**config.mk**
```make
export PLATFORM = sky130hd
export DESIGN_NAME = uda_port
export DESIGN_NICKNAME = d
export VERILOG_FILES = /design/src/rtl/uda_pkg.sv /design/src/rtl/uda_baud_gen.sv /design/src/rtl/uda_addr_match.sv /design/src/rtl/uda_port.sv
export SDC_FILE = /design/constraint.sdc
export NUM_CORES = 1
export LEC_CHECK = 0
export BUFFER_PORTS_ARGS = -buffer_cell sky130_fd_sc_hd__buf_2
export CAP_MARGIN = 10
export CORE_ASPECT_RATIO = 0.7
export CORE_MARGIN = 8
export CORE_UTILIZATION = 35
export CTS_CLUSTER_DIAMETER = 50
export DETAILED_ROUTE_END_ITERATION = 10
export PLACE_DENSITY_LB_ADDON = 0.08
export REMOVE_ABC_BUFFERS = 1
export SLEW_MARGIN = 5
export SYNTH_ARGS = -nofsm -noshare
export SYNTH_HDL_FRONTEND = slang
export SYNTH_SLANG_ARGS = --single-unit
```
**constraint.sdc**
```tcl
create_clock -name clk_sys -period 3.1 [get_ports clk_sys]
set_clock_uncertainty 0.1 [all_clocks]
set_input_delay 0.775 -clock clk_sys [delete_from_list [all_inputs] [get_ports clk_sys]]
set_output_delay 0.775 -clock clk_sys [all_outputs]
set_load 0.01 [all_outputs]
```
**src/rtl/uda_pkg.sv**
```systemverilog
// package for the serial port data, baud and address-match block
// assumes a single system clock; offsets are byte addresses on the bus
package uda_pkg;

  // register byte offsets, one aligned 32-bit word each
  localparam logic [4:0] OFS_RX_DATA = 5'h00; // receive_char_data
  localparam logic [4:0] OFS_TX_DATA = 5'h04; // transmit_char_data
  localparam logic [4:0] OFS_BAUD = 5'h08; // baud_divisor
  localparam logic [4:0] OFS_ADMD = 5'h0c; // address_match_config
  localparam logic [4:0] OFS_CTRL = 5'h10; // mode control
  localparam logic [4:0] OFS_STAT = 5'h14; // status

  // reset values
  localparam logic [15:0] RST_RX_DATA = 16'h0000;
  localparam logic [15:0] RST_BAUD = 16'h0000;
  localparam logic [15:0] RST_ADMD = 16'h0000;
  localparam logic [15:0] RST_CTRL = 16'h0000;

  // field positions
  localparam int CHAR_W = 9; // character bits held in data registers
  localparam int ADMD_ADDR_LSB = 0; // match_address_value
  localparam int ADMD_MASK_LSB = 8; // match_bit_select
  localparam int CTRL_ENABLE_BIT = 0; // port enable
  localparam int CTRL_HIGH_SPEED_BIT = 1; // high_speed_bit_timing
  localparam int CTRL_FMT_LSB = 2; // char_format_select, two bits
  localparam int CTRL_ADDR_DET_BIT = 4; // address_detect_enable
  localparam int STAT_RXDA_BIT = 0; // receive_data_available
  localparam int STAT_OVERRUN_BIT = 1; // write one to clear
  localparam int STAT_FERR_BIT = 2; // framing error of head char
  localparam int STAT_PERR_BIT = 3; // parity error of head char
  localparam int STAT_TXFULL_BIT = 4; // transmit holding register full
  localparam int STAT_TX_IDLE_BIT = 5; // nothing queued or shifting
  localparam int STAT_RX_IDLE_BIT = 6; // receiver idle

  // character format codes
  localparam logic [1:0] FMT_8_NONE = 2'h0;
  localparam logic [1:0] FMT_8_EVEN = 2'h1;
  localparam logic [1:0] FMT_8_ODD = 2'h2;
  localparam logic [1:0] FMT_9_NONE = 2'h3;

  // baud generator ticks per serial bit
  localparam logic [4:0] TICKS_HIGH_SPEED = 5'h04;
  localparam logic [4:0] TICKS_STANDARD = 5'h10;

  // last data bit index for 8 and 9 bit characters
  localparam logic [3:0] LAST_IDX_8 = 4'h7;
  localparam logic [3:0] LAST_IDX_9 = 4'h8;

  // serial frame sequencing, shared by both directions
  typedef enum logic [2:0] {
    SER_IDLE,
    SER_START,
    SER_DATA,
    SER_PARITY,
    SER_STOP
  } uda_ser_state_t;

  // one received character with its error flags
  typedef struct packed {
    logic perr;
    logic ferr;
    logic [8:0] data;
  } uda_rx_char_t;

endpackage

```
**src/rtl/uda_baud_gen.sv**
```systemverilog
// baud tick generator: one tick every divisor+1 system clocks
// assumes divisor is stable while the port runs
`timescale 1ns/1ps
`default_nettype none
module uda_baud_gen
  import uda_pkg::*;
(
  input wire logic clk_sys, // system clock
  input wire logic rst_n, // async reset, active low
  input wire logic run, // port enabled
  input wire logic [15:0] divisor, // baud_divisor_value
  output logic tick // one-cycle baud tick
);

  logic [15:0] cnt_r; // clocks since last tick
  logic tick_r; // registered tick
  wire wrap = (cnt_r >= divisor); // >= recovers from a divisor cut

  assign tick = tick_r;

  // count 0..divisor, pulse on wrap
  always_ff @(posedge clk_sys or negedge rst_n) begin
    if (!rst_n) begin
      cnt_r <= 16'h0000;
      tick_r <= 1'b0;
    end else if (!run) begin
      cnt_r <= 16'h0000;
      tick_r <= 1'b0;
    end else begin
      cnt_r <= wrap ? 16'h0000 : cnt_r + 16'h0001;
      tick_r <= wrap;
    end
  end

endmodule
`default_nettype wire

```
**src/rtl/uda_addr_match.sv**
```systemverilog
// masked compare of a received character with the match address
// assumes the caller qualifies the result with the detect mode
`timescale 1ns/1ps
`default_nettype none
module uda_addr_match
  import uda_pkg::*;
(
  input wire logic [8:0] rx_char, // received character, bit 8 = address
  input wire logic [15:0] match_cfg, // address_match_config
  output logic hit // address char that matches
);

  wire [7:0] match_address_value = match_cfg[ADMD_ADDR_LSB +: 8];
  wire [7:0] match_bit_select = match_cfg[ADMD_MASK_LSB +: 8];
  wire [7:0] diff = rx_char[7:0] ^ match_address_value;
  wire is_addr = rx_char[8];

  // cleared select bits are don't-care
  assign hit = is_addr & ((diff & match_bit_select) == 8'h00);

endmodule
`default_nettype wire

```
**src/rtl/uda_port.sv**
```systemverilog
// serial port data, baud divisor and address-match registers with
// the transmit and receive engines they steer
// assumes an Avalon-MM master and a synchronous serial input
//
// Functional notes
// - receive data in low nine bits, rest zero
// - receive data read-only, resets to zero
// - transmit data takes nine-bit character
// - transmit data write-only, reads back zero
// - baud divisor sixteen bits, read/write, reset zero
// - low byte holds the match address
// - set mask bit includes that address bit
// - cleared mask bit is don't-care
// - hardware filters address characters itself
// - detect only in nine-bit format, bit8 set
// - bit lasts 4 or 16 baud ticks
// - format 11 nine bits, 01 and 10 eight with parity, 00 eight without
`timescale 1ns/1ps
`default_nettype none
module uda_port
  import uda_pkg::*;
#(
  parameter int RX_DEPTH = 4 // receive buffer entries, power of two
)(
  input wire logic clk_sys, // 10 MHz system clock
  input wire logic rst_n, // async reset, active low
  input wire logic [4:0] avs_address, // byte address
  input wire logic avs_read, // read request
  input wire logic avs_write, // write request
  input wire logic [31:0] avs_writedata, // write data
  input wire logic [3:0] avs_byteenable, // byte lanes
  output logic [31:0] avs_readdata, // read data
  output logic avs_waitrequest, // stall, low on the accept cycle
  input wire logic serial_rx_in, // serial line in, idle high
  output logic serial_tx_out, // serial line out, idle high
  output logic addr_match_pulse // matching address char received
);

  localparam int PTR_W = $clog2(RX_DEPTH); // buffer pointer width

  // register state
  logic [15:0] baud_divisor_r; // baud_divisor
  logic [15:0] admd_r; // address_match_config
  logic [15:0] ctrl_r; // mode control
  logic [8:0] tx_hold_r; // transmit_char_data holding
  logic tx_full_r; // holding register occupied
  logic overrun_r; // receive overrun, sticky
  logic wait_r; // waitrequest flop
  logic [31:0] rdata_r; // read data flop
  logic pop_ok_r; // latched read may pop
  logic tx_out_r; // serial output flop
  logic match_r; // match pulse flop

  assign avs_waitrequest = wait_r;
  assign avs_readdata = rdata_r;
  assign serial_tx_out = tx_out_r;
  assign addr_match_pulse = match_r;

  // control decode
  wire port_on = ctrl_r[CTRL_ENABLE_BIT]; // port enable
  wire high_speed_bit_timing = ctrl_r[CTRL_HIGH_SPEED_BIT];
  wire [1:0] char_format_select = ctrl_r[CTRL_FMT_LSB +: 2];
  wire address_detect_enable = ctrl_r[CTRL_ADDR_DET_BIT];
  wire nine_bit = (char_format_select == FMT_9_NONE);
  wire has_parity = (char_format_select == FMT_8_EVEN) ||
      (char_format_select == FMT_8_ODD);
  wire odd_parity = (char_format_select == FMT_8_ODD);
  wire adet_on = address_detect_enable & nine_bit;
  wire [3:0] last_idx = nine_bit ? LAST_IDX_9 : LAST_IDX_8;
  wire [4:0] bit_ticks = high_speed_bit_timing ? TICKS_HIGH_SPEED
      : TICKS_STANDARD;
  wire [4:0] full_last = bit_ticks - 5'h01; // last tick of a bit
  wire [4:0] half_last = (bit_ticks >> 1) - 5'h01; // mid-bit point

  // baud generator
  logic tick; // baud tick
  uda_baud_gen u_baud (
    .clk_sys(clk_sys),
    .rst_n(rst_n),
    .run(port_on),
    .divisor(baud_divisor_r),
    .tick(tick)
  );

  // bus decode
  wire req = avs_read | avs_write; // request present
  wire first = req & wait_r; // first cycle of request
  wire accept = req & ~wait_r; // request completes this edge
  wire wr_go = accept & avs_write; // write takes effect
  wire sel_rx = (avs_address == OFS_RX_DATA);
  wire sel_tx = (avs_address == OFS_TX_DATA);
  wire sel_baud = (avs_address == OFS_BAUD);
  wire sel_admd = (avs_address == OFS_ADMD);
  wire sel_ctrl = (avs_address == OFS_CTRL);
  wire sel_stat = (avs_address == OFS_STAT);

  // merge written byte lanes into a 16-bit register
  function automatic logic [15:0] merge16(input logic [15:0] old,
      input logic [31:0] wd,
      input logic [3:0] be);
    logic [15:0] res;
    res = old;
    if (be[0]) res[7:0] = wd[7:0];
    if (be[1]) res[15:8] = wd[15:8];
    return res;
  endfunction

  // receive buffer
  uda_rx_char_t mem_r [RX_DEPTH]; // buffered characters
  logic [PTR_W-1:0] wr_ptr_r; // next write slot
  logic [PTR_W-1:0] rd_ptr_r; // oldest character
  logic [PTR_W:0] count_r; // characters held
  uda_rx_char_t head; // oldest character
  uda_rx_char_t rx_char; // completed character
  logic rx_done; // frame finished this cycle
  logic store; // completed character to be kept

  assign head = mem_r[rd_ptr_r];
  wire rx_empty = (count_r == '0);
  wire rx_full = (count_r == (PTR_W+1)'(RX_DEPTH));
  wire push = rx_done & store & ~rx_full;
  wire pop = accept & avs_read & pop_ok_r;
  wire receive_data_available = ~rx_empty;

  // one entry per slot, written on push
  genvar gi;
  generate
    for (gi = 0; gi < RX_DEPTH; gi++) begin : g_slot
      always_ff @(posedge clk_sys or negedge rst_n) begin
        if (!rst_n) begin
          mem_r[gi] <= '0;
        end else if (push && wr_ptr_r == PTR_W'(gi)) begin
          mem_r[gi] <= rx_char;
        end
      end
    end
  endgenerate

  // pointers and count
  always_ff @(posedge clk_sys or negedge rst_n) begin
    if (!rst_n) begin
      wr_ptr_r <= '0;
      rd_ptr_r <= '0;
      count_r <= '0;
    end else begin
      if (push) wr_ptr_r <= wr_ptr_r + 1'b1;
      if (pop) rd_ptr_r <= rd_ptr_r + 1'b1;
      count_r <= count_r + (PTR_W+1)'(push) - (PTR_W+1)'(pop);
    end
  end

  // read mux
  logic rx_idle; // receiver not in a frame
  logic tx_idle; // transmitter fully idle
  wire [15:0] stat_val = {9'h000,
    rx_idle, tx_idle, tx_full_r,
    head.perr, head.ferr, overrun_r,
    receive_data_available};
  logic [15:0] rd_val; // selected register value
  always_comb begin
    rd_val = 16'h0000; // unmapped and transmit data read zero
    if (sel_rx) rd_val = {7'h00, head.data};
    else if (sel_tx) rd_val = 16'h0000;
    else if (sel_baud) rd_val = baud_divisor_r;
    else if (sel_admd) rd_val = admd_r;
    else if (sel_ctrl) rd_val = ctrl_r;
    else if (sel_stat) rd_val = stat_val;
  end

  // bus handshake: one wait cycle, then accept
  always_ff @(posedge clk_sys or negedge rst_n) begin
    if (!rst_n) begin
      wait_r <= 1'b1;
      rdata_r <= 32'h0000_0000;
      pop_ok_r <= 1'b0;
    end else begin
      wait_r <= ~first;
      if (first) begin
        rdata_r <= avs_read ? {16'h0000, rd_val} : 32'h0000_0000;
        pop_ok_r <= avs_read & sel_rx & ~rx_empty;
      end
    end
  end

  // software-written registers
  always_ff @(posedge clk_sys or negedge rst_n) begin
    if (!rst_n) begin
      baud_divisor_r <= RST_BAUD;
      admd_r <= RST_ADMD;
      ctrl_r <= RST_CTRL;
    end else if (wr_go) begin
      if (sel_baud) baud_divisor_r <= merge16(baud_divisor_r, avs_writedata,
        avs_byteenable);
      if (sel_admd) admd_r <= merge16(admd_r, avs_writedata, avs_byteenable);
      if (sel_ctrl) ctrl_r <= merge16(ctrl_r, avs_writedata, avs_byteenable);
    end
  end

  // overrun flag: set wins over write-one-to-clear
  wire ovr_set = rx_done & store & rx_full;
  wire ovr_clr = wr_go & sel_stat & avs_byteenable[0] &
                 avs_writedata[STAT_OVERRUN_BIT];
  always_ff @(posedge clk_sys or negedge rst_n) begin
    if (!rst_n) overrun_r <= 1'b0;
    else if (ovr_set) overrun_r <= 1'b1;
    else if (ovr_clr) overrun_r <= 1'b0;
  end

  // transmitter
  uda_ser_state_t tx_st_r; // transmit frame state
  logic [4:0] tx_sub_r; // ticks into current bit
  logic [3:0] tx_idx_r; // data bit index
  logic [8:0] tx_shift_r; // bits being sent
  logic tx_par_r; // running parity of sent data
  wire tx_bit_end = tick & (tx_sub_r == full_last);
  wire tx_load = port_on & tx_full_r & (tx_st_r == SER_IDLE);
  wire tx_wr = wr_go & sel_tx & avs_byteenable[0] & ~tx_full_r;
  assign tx_idle = ~tx_full_r & (tx_st_r == SER_IDLE);

  // holding register, drained by the shifter
  always_ff @(posedge clk_sys or negedge rst_n) begin
    if (!rst_n) begin
      tx_hold_r <= 9'h000;
      tx_full_r <= 1'b0;
    end else if (tx_wr) begin
      tx_hold_r <= avs_writedata[CHAR_W-1:0];
      tx_full_r <= 1'b1;
    end else if (tx_load || !port_on) begin
      tx_full_r <= 1'b0;
    end
  end

  // frame sequencer: start, data lsb first, parity, stop
  always_ff @(posedge clk_sys or negedge rst_n) begin
    if (!rst_n) begin
      tx_st_r <= SER_IDLE;
      tx_sub_r <= 5'h00;
      tx_idx_r <= 4'h0;
      tx_shift_r <= 9'h000;
      tx_par_r <= 1'b0;
      tx_out_r <= 1'b1;
    end else if (!port_on) begin
      tx_st_r <= SER_IDLE;
      tx_out_r <= 1'b1;
    end else begin
      if (tick) tx_sub_r <= tx_bit_end ? 5'h00 : tx_sub_r + 5'h01;
      case (tx_st_r)
        SER_IDLE: begin
          tx_out_r <= 1'b1;
          tx_sub_r <= 5'h00;
          if (tx_load) begin
            tx_shift_r <= nine_bit ? tx_hold_r : {1'b0, tx_hold_r[7:0]};
            tx_par_r <= odd_parity;
            tx_idx_r <= 4'h0;
            tx_out_r <= 1'b0;
            tx_st_r <= SER_START;
          end
        end
        SER_START: begin
          if (tx_bit_end) begin
            tx_out_r <= tx_shift_r[0];
            tx_st_r <= SER_DATA;
          end
        end
        SER_DATA: begin
          if (tx_bit_end) begin
            tx_par_r <= tx_par_r ^ tx_shift_r[0];
            tx_shift_r <= {1'b0, tx_shift_r[8:1]};
            tx_idx_r <= tx_idx_r + 4'h1;
            if (tx_idx_r == last_idx) begin
              tx_out_r <= has_parity ? (tx_par_r ^ tx_shift_r[0]) : 1'b1;
              tx_st_r <= has_parity ? SER_PARITY : SER_STOP;
            end else begin
              tx_out_r <= tx_shift_r[1];
            end
          end
        end
        SER_PARITY: begin
          if (tx_bit_end) begin
            tx_out_r <= 1'b1;
            tx_st_r <= SER_STOP;
          end
        end
        SER_STOP: begin
          if (tx_bit_end) tx_st_r <= SER_IDLE;
        end
        default: tx_st_r <= SER_IDLE;
      endcase
    end
  end

  // receiver
  uda_ser_state_t rx_st_r; // receive frame state
  logic [4:0] rx_sub_r; // ticks into current bit
  logic [3:0] rx_idx_r; // data bit index
  logic [8:0] rx_shift_r; // bits gathered
  logic rx_par_r; // running parity
  logic rx_perr_r; // parity error of this frame
  logic hit; // masked address match
  wire [4:0] rx_target = (rx_st_r == SER_START) ? half_last : full_last;
  wire rx_sample = tick & (rx_sub_r == rx_target);
  assign rx_idle = (rx_st_r == SER_IDLE);
  assign rx_done = rx_sample & (rx_st_r == SER_STOP);
  assign rx_char = '{perr: rx_perr_r, ferr: ~serial_rx_in,
    data: rx_shift_r};

  uda_addr_match u_match (
    .rx_char(rx_shift_r),
    .match_cfg(admd_r),
    .hit(hit)
  );

  // detect mode keeps matching address chars
  assign store = ~adet_on | hit;

  // sample mid-bit after a half-bit start check
  always_ff @(posedge clk_sys or negedge rst_n) begin
    if (!rst_n) begin
      rx_st_r <= SER_IDLE;
      rx_sub_r <= 5'h00;
      rx_idx_r <= 4'h0;
      rx_shift_r <= 9'h000;
      rx_par_r <= 1'b0;
      rx_perr_r <= 1'b0;
    end else if (!port_on) begin
      rx_st_r <= SER_IDLE;
    end else begin
      if (tick) rx_sub_r <= rx_sample ? 5'h00 : rx_sub_r + 5'h01;
      case (rx_st_r)
        SER_IDLE: begin
          rx_sub_r <= 5'h00;
          if (!serial_rx_in) begin
            rx_idx_r <= 4'h0;
            rx_shift_r <= 9'h000;
            rx_par_r <= odd_parity;
            rx_perr_r <= 1'b0;
            rx_st_r <= SER_START;
          end
        end
        SER_START: begin
          if (rx_sample) rx_st_r <= serial_rx_in ? SER_IDLE : SER_DATA;
        end
        SER_DATA: begin
          if (rx_sample) begin
            rx_shift_r[rx_idx_r] <= serial_rx_in;
            rx_par_r <= rx_par_r ^ serial_rx_in;
            rx_idx_r <= rx_idx_r + 4'h1;
            if (rx_idx_r == last_idx)
              rx_st_r <= has_parity ? SER_PARITY : SER_STOP;
          end
        end
        SER_PARITY: begin
          if (rx_sample) begin
            rx_perr_r <= rx_par_r ^ serial_rx_in;
            rx_st_r <= SER_STOP;
          end
        end
        SER_STOP: begin
          if (rx_sample) rx_st_r <= SER_IDLE;
        end
        default: rx_st_r <= SER_IDLE;
      endcase
    end
  end

  // pulse on a matching address char
  always_ff @(posedge clk_sys or negedge rst_n) begin
    if (!rst_n) match_r <= 1'b0;
    else match_r <= rx_done & adet_on & hit;
  end

endmodule
`default_nettype wire

```
Word-level counts from Yosys, hierarchy flattened:

Cells that the tools add are included.

* add/sub/neg operators: 11
* order comparisons: 4
* equality and inequality tests: 42
* muxes and demuxes: 76
* bitwise logic cells: 40
* reduce and logical (&&, ||, !) cells: 35

Operators by type and width (number)
* 2-to-1 mux 16 bit: 8
* 2-to-1 mux 3 bit: 15
* 2-to-1 mux 9 bit: 5
* 2-to-1 mux 5 bit: 8
* inequality test 3 bit, second input constant: 12
* one-hot mux 9 bit (2 select lines): 2
* one-hot mux 3 bit (5 select lines): 2
* AND 1 bit: 26
* binary-select mux 11 bit (select 2 bit): 1
* 2-to-1 mux 11 bit: 2
* 2-to-1 mux 4 bit: 5
* 2-to-1 mux 1 bit: 18
* AND reduction 3 bit: 6
* adder 16 x 1 -> 16 bit, second input constant: 1
* >= comparator 16 bit: 1
* one-hot mux 4 bit (2 select lines): 2
* AND reduction 4 bit: 4
* nonzero test 2 bit: 7
* == test 3 x 2 -> 1 bit, second input constant: 4
* AND reduction 6 bit: 2
* adder 5 x 1 -> 5 bit, second input constant: 2
* == test 5 x 4 -> 1 bit, second input constant: 2
* == test 5 bit: 2
* == test 5 bit, second input constant: 2
* 37 further kinds: 69

* bits in registers: 208
* input bits: 46
* output and inout port bits: 35
* logic and storage cells: 250

Logic depth before layout (Yosys ltp):

* depth in word-level cells: 11
* mapped depth: 12
* mapped depth without buffers: 12

Cells and area by module:

From an unflattened synthesis, not the netlist that was laid out.

* cell total of the unflattened synthesis: 888
* area total of the unflattened synthesis: 9944.5 um^2

Modules (own cells, without submodules)
* uda_port: times used 1, cells an instance 747, area an instance 8620.8 um^2, seq. area each 4381.7 um^2
* uda_baud_gen: times used 1, cells an instance 128, area an instance 1207.4 um^2, seq. area each 425.4 um^2
* uda_addr_match: times used 1, cells an instance 13, area an instance 116.4 um^2, seq. area each 0.0 um^2

Worst setup path before layout:

Ideal clock, no wire load.

* path kind: register to register
* start point: register rx_st_r[0]
* end point: register count_r[2]
* setup time: 0.125 ns
* data arrival time: 2.887 ns
* data required time: 2.875 ns
* path slack: -0.012 ns
* stages on the path, launching flop included: 13
* path buffers: 0
* period minus slack after synthesis: 3.112 ns
* cells stage by stage: dfrtp_1 nor3b_2 nor4b_1 o311ai_2 nor4b_4 nand3_1 ha_1 inv_1 ha_1 inv_1 fa_1 xnor2_1 xnor2_1

* longest elaborated chain between the ends: 9
* elaborated cells on any way between the ends: 10
* those cells by class: add/sub (2); eq/ne (3); mux (1); bitwise (4)

RTL lines
* start, declared: RTL line uda_port.sv:293 `uda_ser_state_t rx_st_r;`
* start signal, assigned: RTL line uda_port.sv:341 `if (rx_sample) rx_st_r <= serial_rx_in ? SER_IDLE : SER_DATA;`
* start signal, assigned: RTL line uda_port.sv:349 `rx_st_r <= has_parity ? SER_PARITY : SER_STOP;`
* == test 3 x 1 -> 1 bit: RTL line uda_port.sv:300 `wire [4:0] rx_target = (rx_st_r == SER_START) ? half_last : full_last;`
* 2-to-1 mux 5 bit: RTL line uda_port.sv:300
* == test 5 bit: RTL line uda_port.sv:301 `wire rx_sample = tick & (rx_sub_r == rx_target);`
* AND 1 bit: RTL line uda_port.sv:301
* AND 1 bit (*): RTL line uda_port.sv:303 `assign rx_done = rx_sample & (rx_st_r == SER_STOP);`
* AND 1 bit (*) (2 in series): RTL line uda_port.sv:121 `wire push = rx_done & store & ~rx_full;`
* adder 3 x 1 -> 3 bit (*): RTL line uda_port.sv:148 `count_r <= count_r + (PTR_W+1)'(push) - (PTR_W+1)'(pop);`
* subtractor 3 x 1 -> 3 bit (*): RTL line uda_port.sv:148
* end signal, assigned: RTL line uda_port.sv:148
* end, declared: RTL line uda_port.sv:112 `logic [PTR_W:0] count_r;`

Every way passes the cells marked *; elsewhere a longest branch is shown, timed or not.
A chain may end at the register's enable or synchronous reset.

Final worst setup path:

* start point: register rx_st_r[2]
* end point: register count_r[2]

The elaborated chain is that of the path after synthesis.

==> flow_summary.json <==
{
  "fin_crit_ps": 3020,
  "p_per_area_mw_per_mm2": 494,
  "syn_to_final_growth_pct": 16.3,
  "num_rows": 51,
  "totalWireLength_mm": 27.0,
  "cts_buffers": 17,
  "drive_above_1_share_pct": 21.0,
  "drc_errors": 0,
  "max_clock_freq_mhz": 331,
  "drt-pass1-iter-count": 5,
  "setup_tns_ps": 0,
  "grt-ovfl-total": 0,
  "ys.flop_type": "dfrtp_1",
  "required_ps": 3340,
  "min_path_type": "in -> async",
  "fin_total_pwr_w": 0.00559,
  "grt_pass1_vias": 6916,
  "ctsHtreeMaxLevel": 4,
  "cap_violations": 0,
  "tritoncts": "yes",
  "vias": 6899,
  "cp_max_fo": 3,
  "async_flop_share_pct": 100,
  "cts_max_path_buffers": 2,
  "wl_per_cell_um": 19.9,
  "grt_max_degree": 55,
  "grt_setup_unrepaired": "true",
  "drt_iter0_drc": 405,
  "final_cell_area_sq_mm": 0.0113,
  "viasPerCell": 5.08,
  "report.final.slew_viol_count": 0,
  "placed_cell_area_sq_mm": 0.0107,
  "cp.arrival_ps": 3260,
  "clkTransAtPathRegs_ps": 70,
  "final_util_pct": 41.1,
  "fin_crit_sh_pct": 97.5,
  "die_w_um": 215,
  "antenna_found_initial": 0,
  "routabilityCongestion": 0.769,
  "postSynthAreaPerCell_sq_um": 10.8,
  "leakage_nw": 5.41,
  "grt_usage_pct": 16.7,
  "synth_seq_cells": 192,
  "antenna_left": 0,
  "ir_drop_uv": 328,
  "p_sw_w": 0.00146,
  "io_pins": 81,
  "ctsRootBufferMaster": "clkbuf_16",
  "worst_pin_slew_ps": 693,
  "nFillCells": 2734,
  "ctsHoldBuffers": 0,
  "start_util_pct": 35.3,
  "grt_pass1_wl_mm": 42.8,
  "slew_headroom_pct": 53.5,
  "cp-start-kind": "flip-flop",
  "syn_inst": 897,
  "critPathKind": "reg -> reg",
  "multi_input_area_sq_mm": 0.00465,
  "setup.worst_path.end_class": "flip-flop",
  "p_int_w": 0.00413,
  "p_comb_share_pct": 10.7,
  "die_area_sq_mm": 0.0335,
  "nNetsFinal": 1053,
  "cts_num_sinks": 192,
  "portBuffers": 46,
  "report.final.setup_viol": 0,
  "yosys.cell_types.count": 70,
  "netlist_area_sq_mm": 0.00973,
  "synth_edf_count": 0,
  "die_h_um": 156,
  "p_seq_share_pct": 49.5,
  "seqCellArea_sq_mm": 0.00481,
  "yosysSeqAreaShare_pct": 49.4,
  "coreArea_sq_mm": 0.0276,
  "power.share.switching_pct": 26.0,
  "hold_viol": 0,
  "dp_hpwl_mm": 19.8,
  "outcome": "finished clean",
  "clkPwrFrac_pct": 39.8,
  "clk_latency_ps": 450,
  "yosys_warnings": 0
}
## critical path, stage by stage, from the launching register on
cell and delay, ps:
dfrtp_1 410, nor3b_4 280, nor4b_4 290, o311ai_4 140
nor4b_4 430, nand3_2 170, ha_4 240, inv_2 60
ha_4 120, inv_2 30, fa_2 370, xnor2_2 160
xnor2_1 120
## cells in the mapped netlist, drive strengths merged, types with 2 or more instances
library cell  instances  area (sq um)
dfrtp               190          4750
mux2                 84           946
o21ai                76           380
nand2                71           267
a21oi                53           265
nor2                 52           195
inv                  42           158
ha                   32           400
clkbuf               28           105
nand3                27           135
buf                  26           164
xor2                 24           210
mux2i                20           200
nor2b                14          87.6
a22oi                12          90.1
nor3                 12          70.1
mux4                 11           248
nand4                10          62.6
xnor2                10          87.6
a21o                  9          67.6
nand2b                9          56.3
and3                  8          50.1
nor4b                 6          73.8
a31oi                 5          31.3
o31ai                 4          30.0
o41ai                 4          65.1
a211oi                3          22.5
nor3b                 3          27.5
o211ai                3          22.5
o21a                  3          22.5
a221o                 2          20.0
a221oi                2          17.5
a222oi                2          20.0
a22o                  2          17.5
a41oi                 2          17.5
and3b                 2          17.5
and4                  2          17.5
dfstp                 2          52.6
nor4                  2          12.5
o21bai                2          15.0
o22a                  2          17.5
o22ai                 2          12.5
o31a                  2          17.5
or3                   2          12.5
or3b                  2          17.5
## what timing repair did
action	in CTS	in global routing
buffers inserted	0	0
hold endpoints to repair	0	0
setup endpoints to repair	1	2
gates resized for setup	0	14
pin swaps	1	9
## metrics by stage
step | setup slack [ps] | instances | hold WS (ps)
detailed placement | -16.8 | 1326 | 373
global placement | 7.70 | 1326 | 372
finish | 78.7 | 1358 | 204
CTS | 4.68 | 1357 | 202
floorplan | -126 | 858 | 347
global route | -71.8 | 1357 | 213
## routing by layer
layer | part of all wire, % | track usage [%]
met2 | 40 | 22.7
met3 | 4.5 | 4.79
met1 | 55 | 25.7
met5 | 0 | 0
met4 | 0.74 | 3.33
## path summary, 6_finish.rpt
| kind | from | endpoint | slack (ps) | depth (start not counted) |
|---|---|---|---|---|
| min reg2reg | u_baud.cnt_r[0]$_DFF_PN0_ | u_baud.cnt_r[0]$_DFF_PN0_ | 390 | 1 |
| max reg2reg | rx_st_r[2]$_DFFE_PN0P_ | count_r[2]$_DFF_PN0_ | 80 | 12 |
| min in group clk_sys | u_baud.cnt_r[0]$_DFF_PN0_ | u_baud.cnt_r[0]$_DFF_PN0_ | 390 | 1 |
| max | rx_st_r[2]$_DFFE_PN0P_ | count_r[2]$_DFF_PN0_ | 80 | 12 |
| min | rst_n | mem_r[34]$_DFFE_PN0P_ | 200 | 1 |
| max in group asynchronous | rst_n | serial_tx_out$_DFFE_PN1P_ | 1930 | 2 |
## cells in the final DEF (no fill, tap or decap), types with 10 or more instances in the layout
master / instances
conb_1: 16
nand2_1: 71
inv_1: 40
mux4_2: 11
nand3_1: 26
buf_2: 45
nor2b_1: 14
mux2i_1: 20
nor2_1: 52
a22oi_1: 12
o21ai_0: 68
nand4_1: 10
mux2_2: 44
buf_4: 48
clkbuf_16: 17
dfrtp_1: 189
a21oi_1: 53
ha_1: 30
xor2_1: 24
mux2_1: 39
## flip-flops by register name, summed over array words and instances (netlist names), 5 cells and up
name            flops
mem_r              44
admd_r             16
avs_readdata       16
baud_divisor_r     16
ctrl_r             16
u_baud.cnt_r       16
rx_shift_r          9
tx_hold_r           9
tx_shift_r          9
rx_sub_r            5
tx_sub_r            5
## final cells by class
class	count	share of cell area, %
timing repair buffer	97	5.83
multi-input combinational	624	41.1
antenna	1	0.0221
inverter	42	1.39
clock buffer	25	4.38
tap	371	4.10
sequential	192	42.5
clock inverter	6	0.708
## power groups by stage
stage	Sequential (W)	Combinational (W)	Clock (W)
6_report	0.00276	0.000599	0.00223
3_5_place_dp	0.00281	0.000585	0
3_3_place_gp	0.00281	0.000582	0
5_1_grt	0.00278	0.000671	0.00240
4_1_cts	0.00276	0.000588	0.00230
2_1_floorplan	0.00278	0.000304	0
## cells by family (layout without fill, tap and decap cells)
| kind of cell | Yosys count | count (layout) | share of synthesized area [%] |
|---|---|---|---|
| xor gates and xnor gates | 34 | 34 | 3.06 |
| muxes | 115 | 115 | 14.3 |
| adders and majority gates | 33 | 33 | 4.32 |
| buffers and inverters | 96 | 170 | 4.38 |
| other | 1 | 17 | 0.0385 |
| DFF | 192 | 192 | 49.4 |
| AOI/OAI and AO/OA | 198 | 198 | 12.7 |
| and+or+nand+nor | 228 | 228 | 11.8 |
No activity file was read; power rests on OpenSTA's default activity.
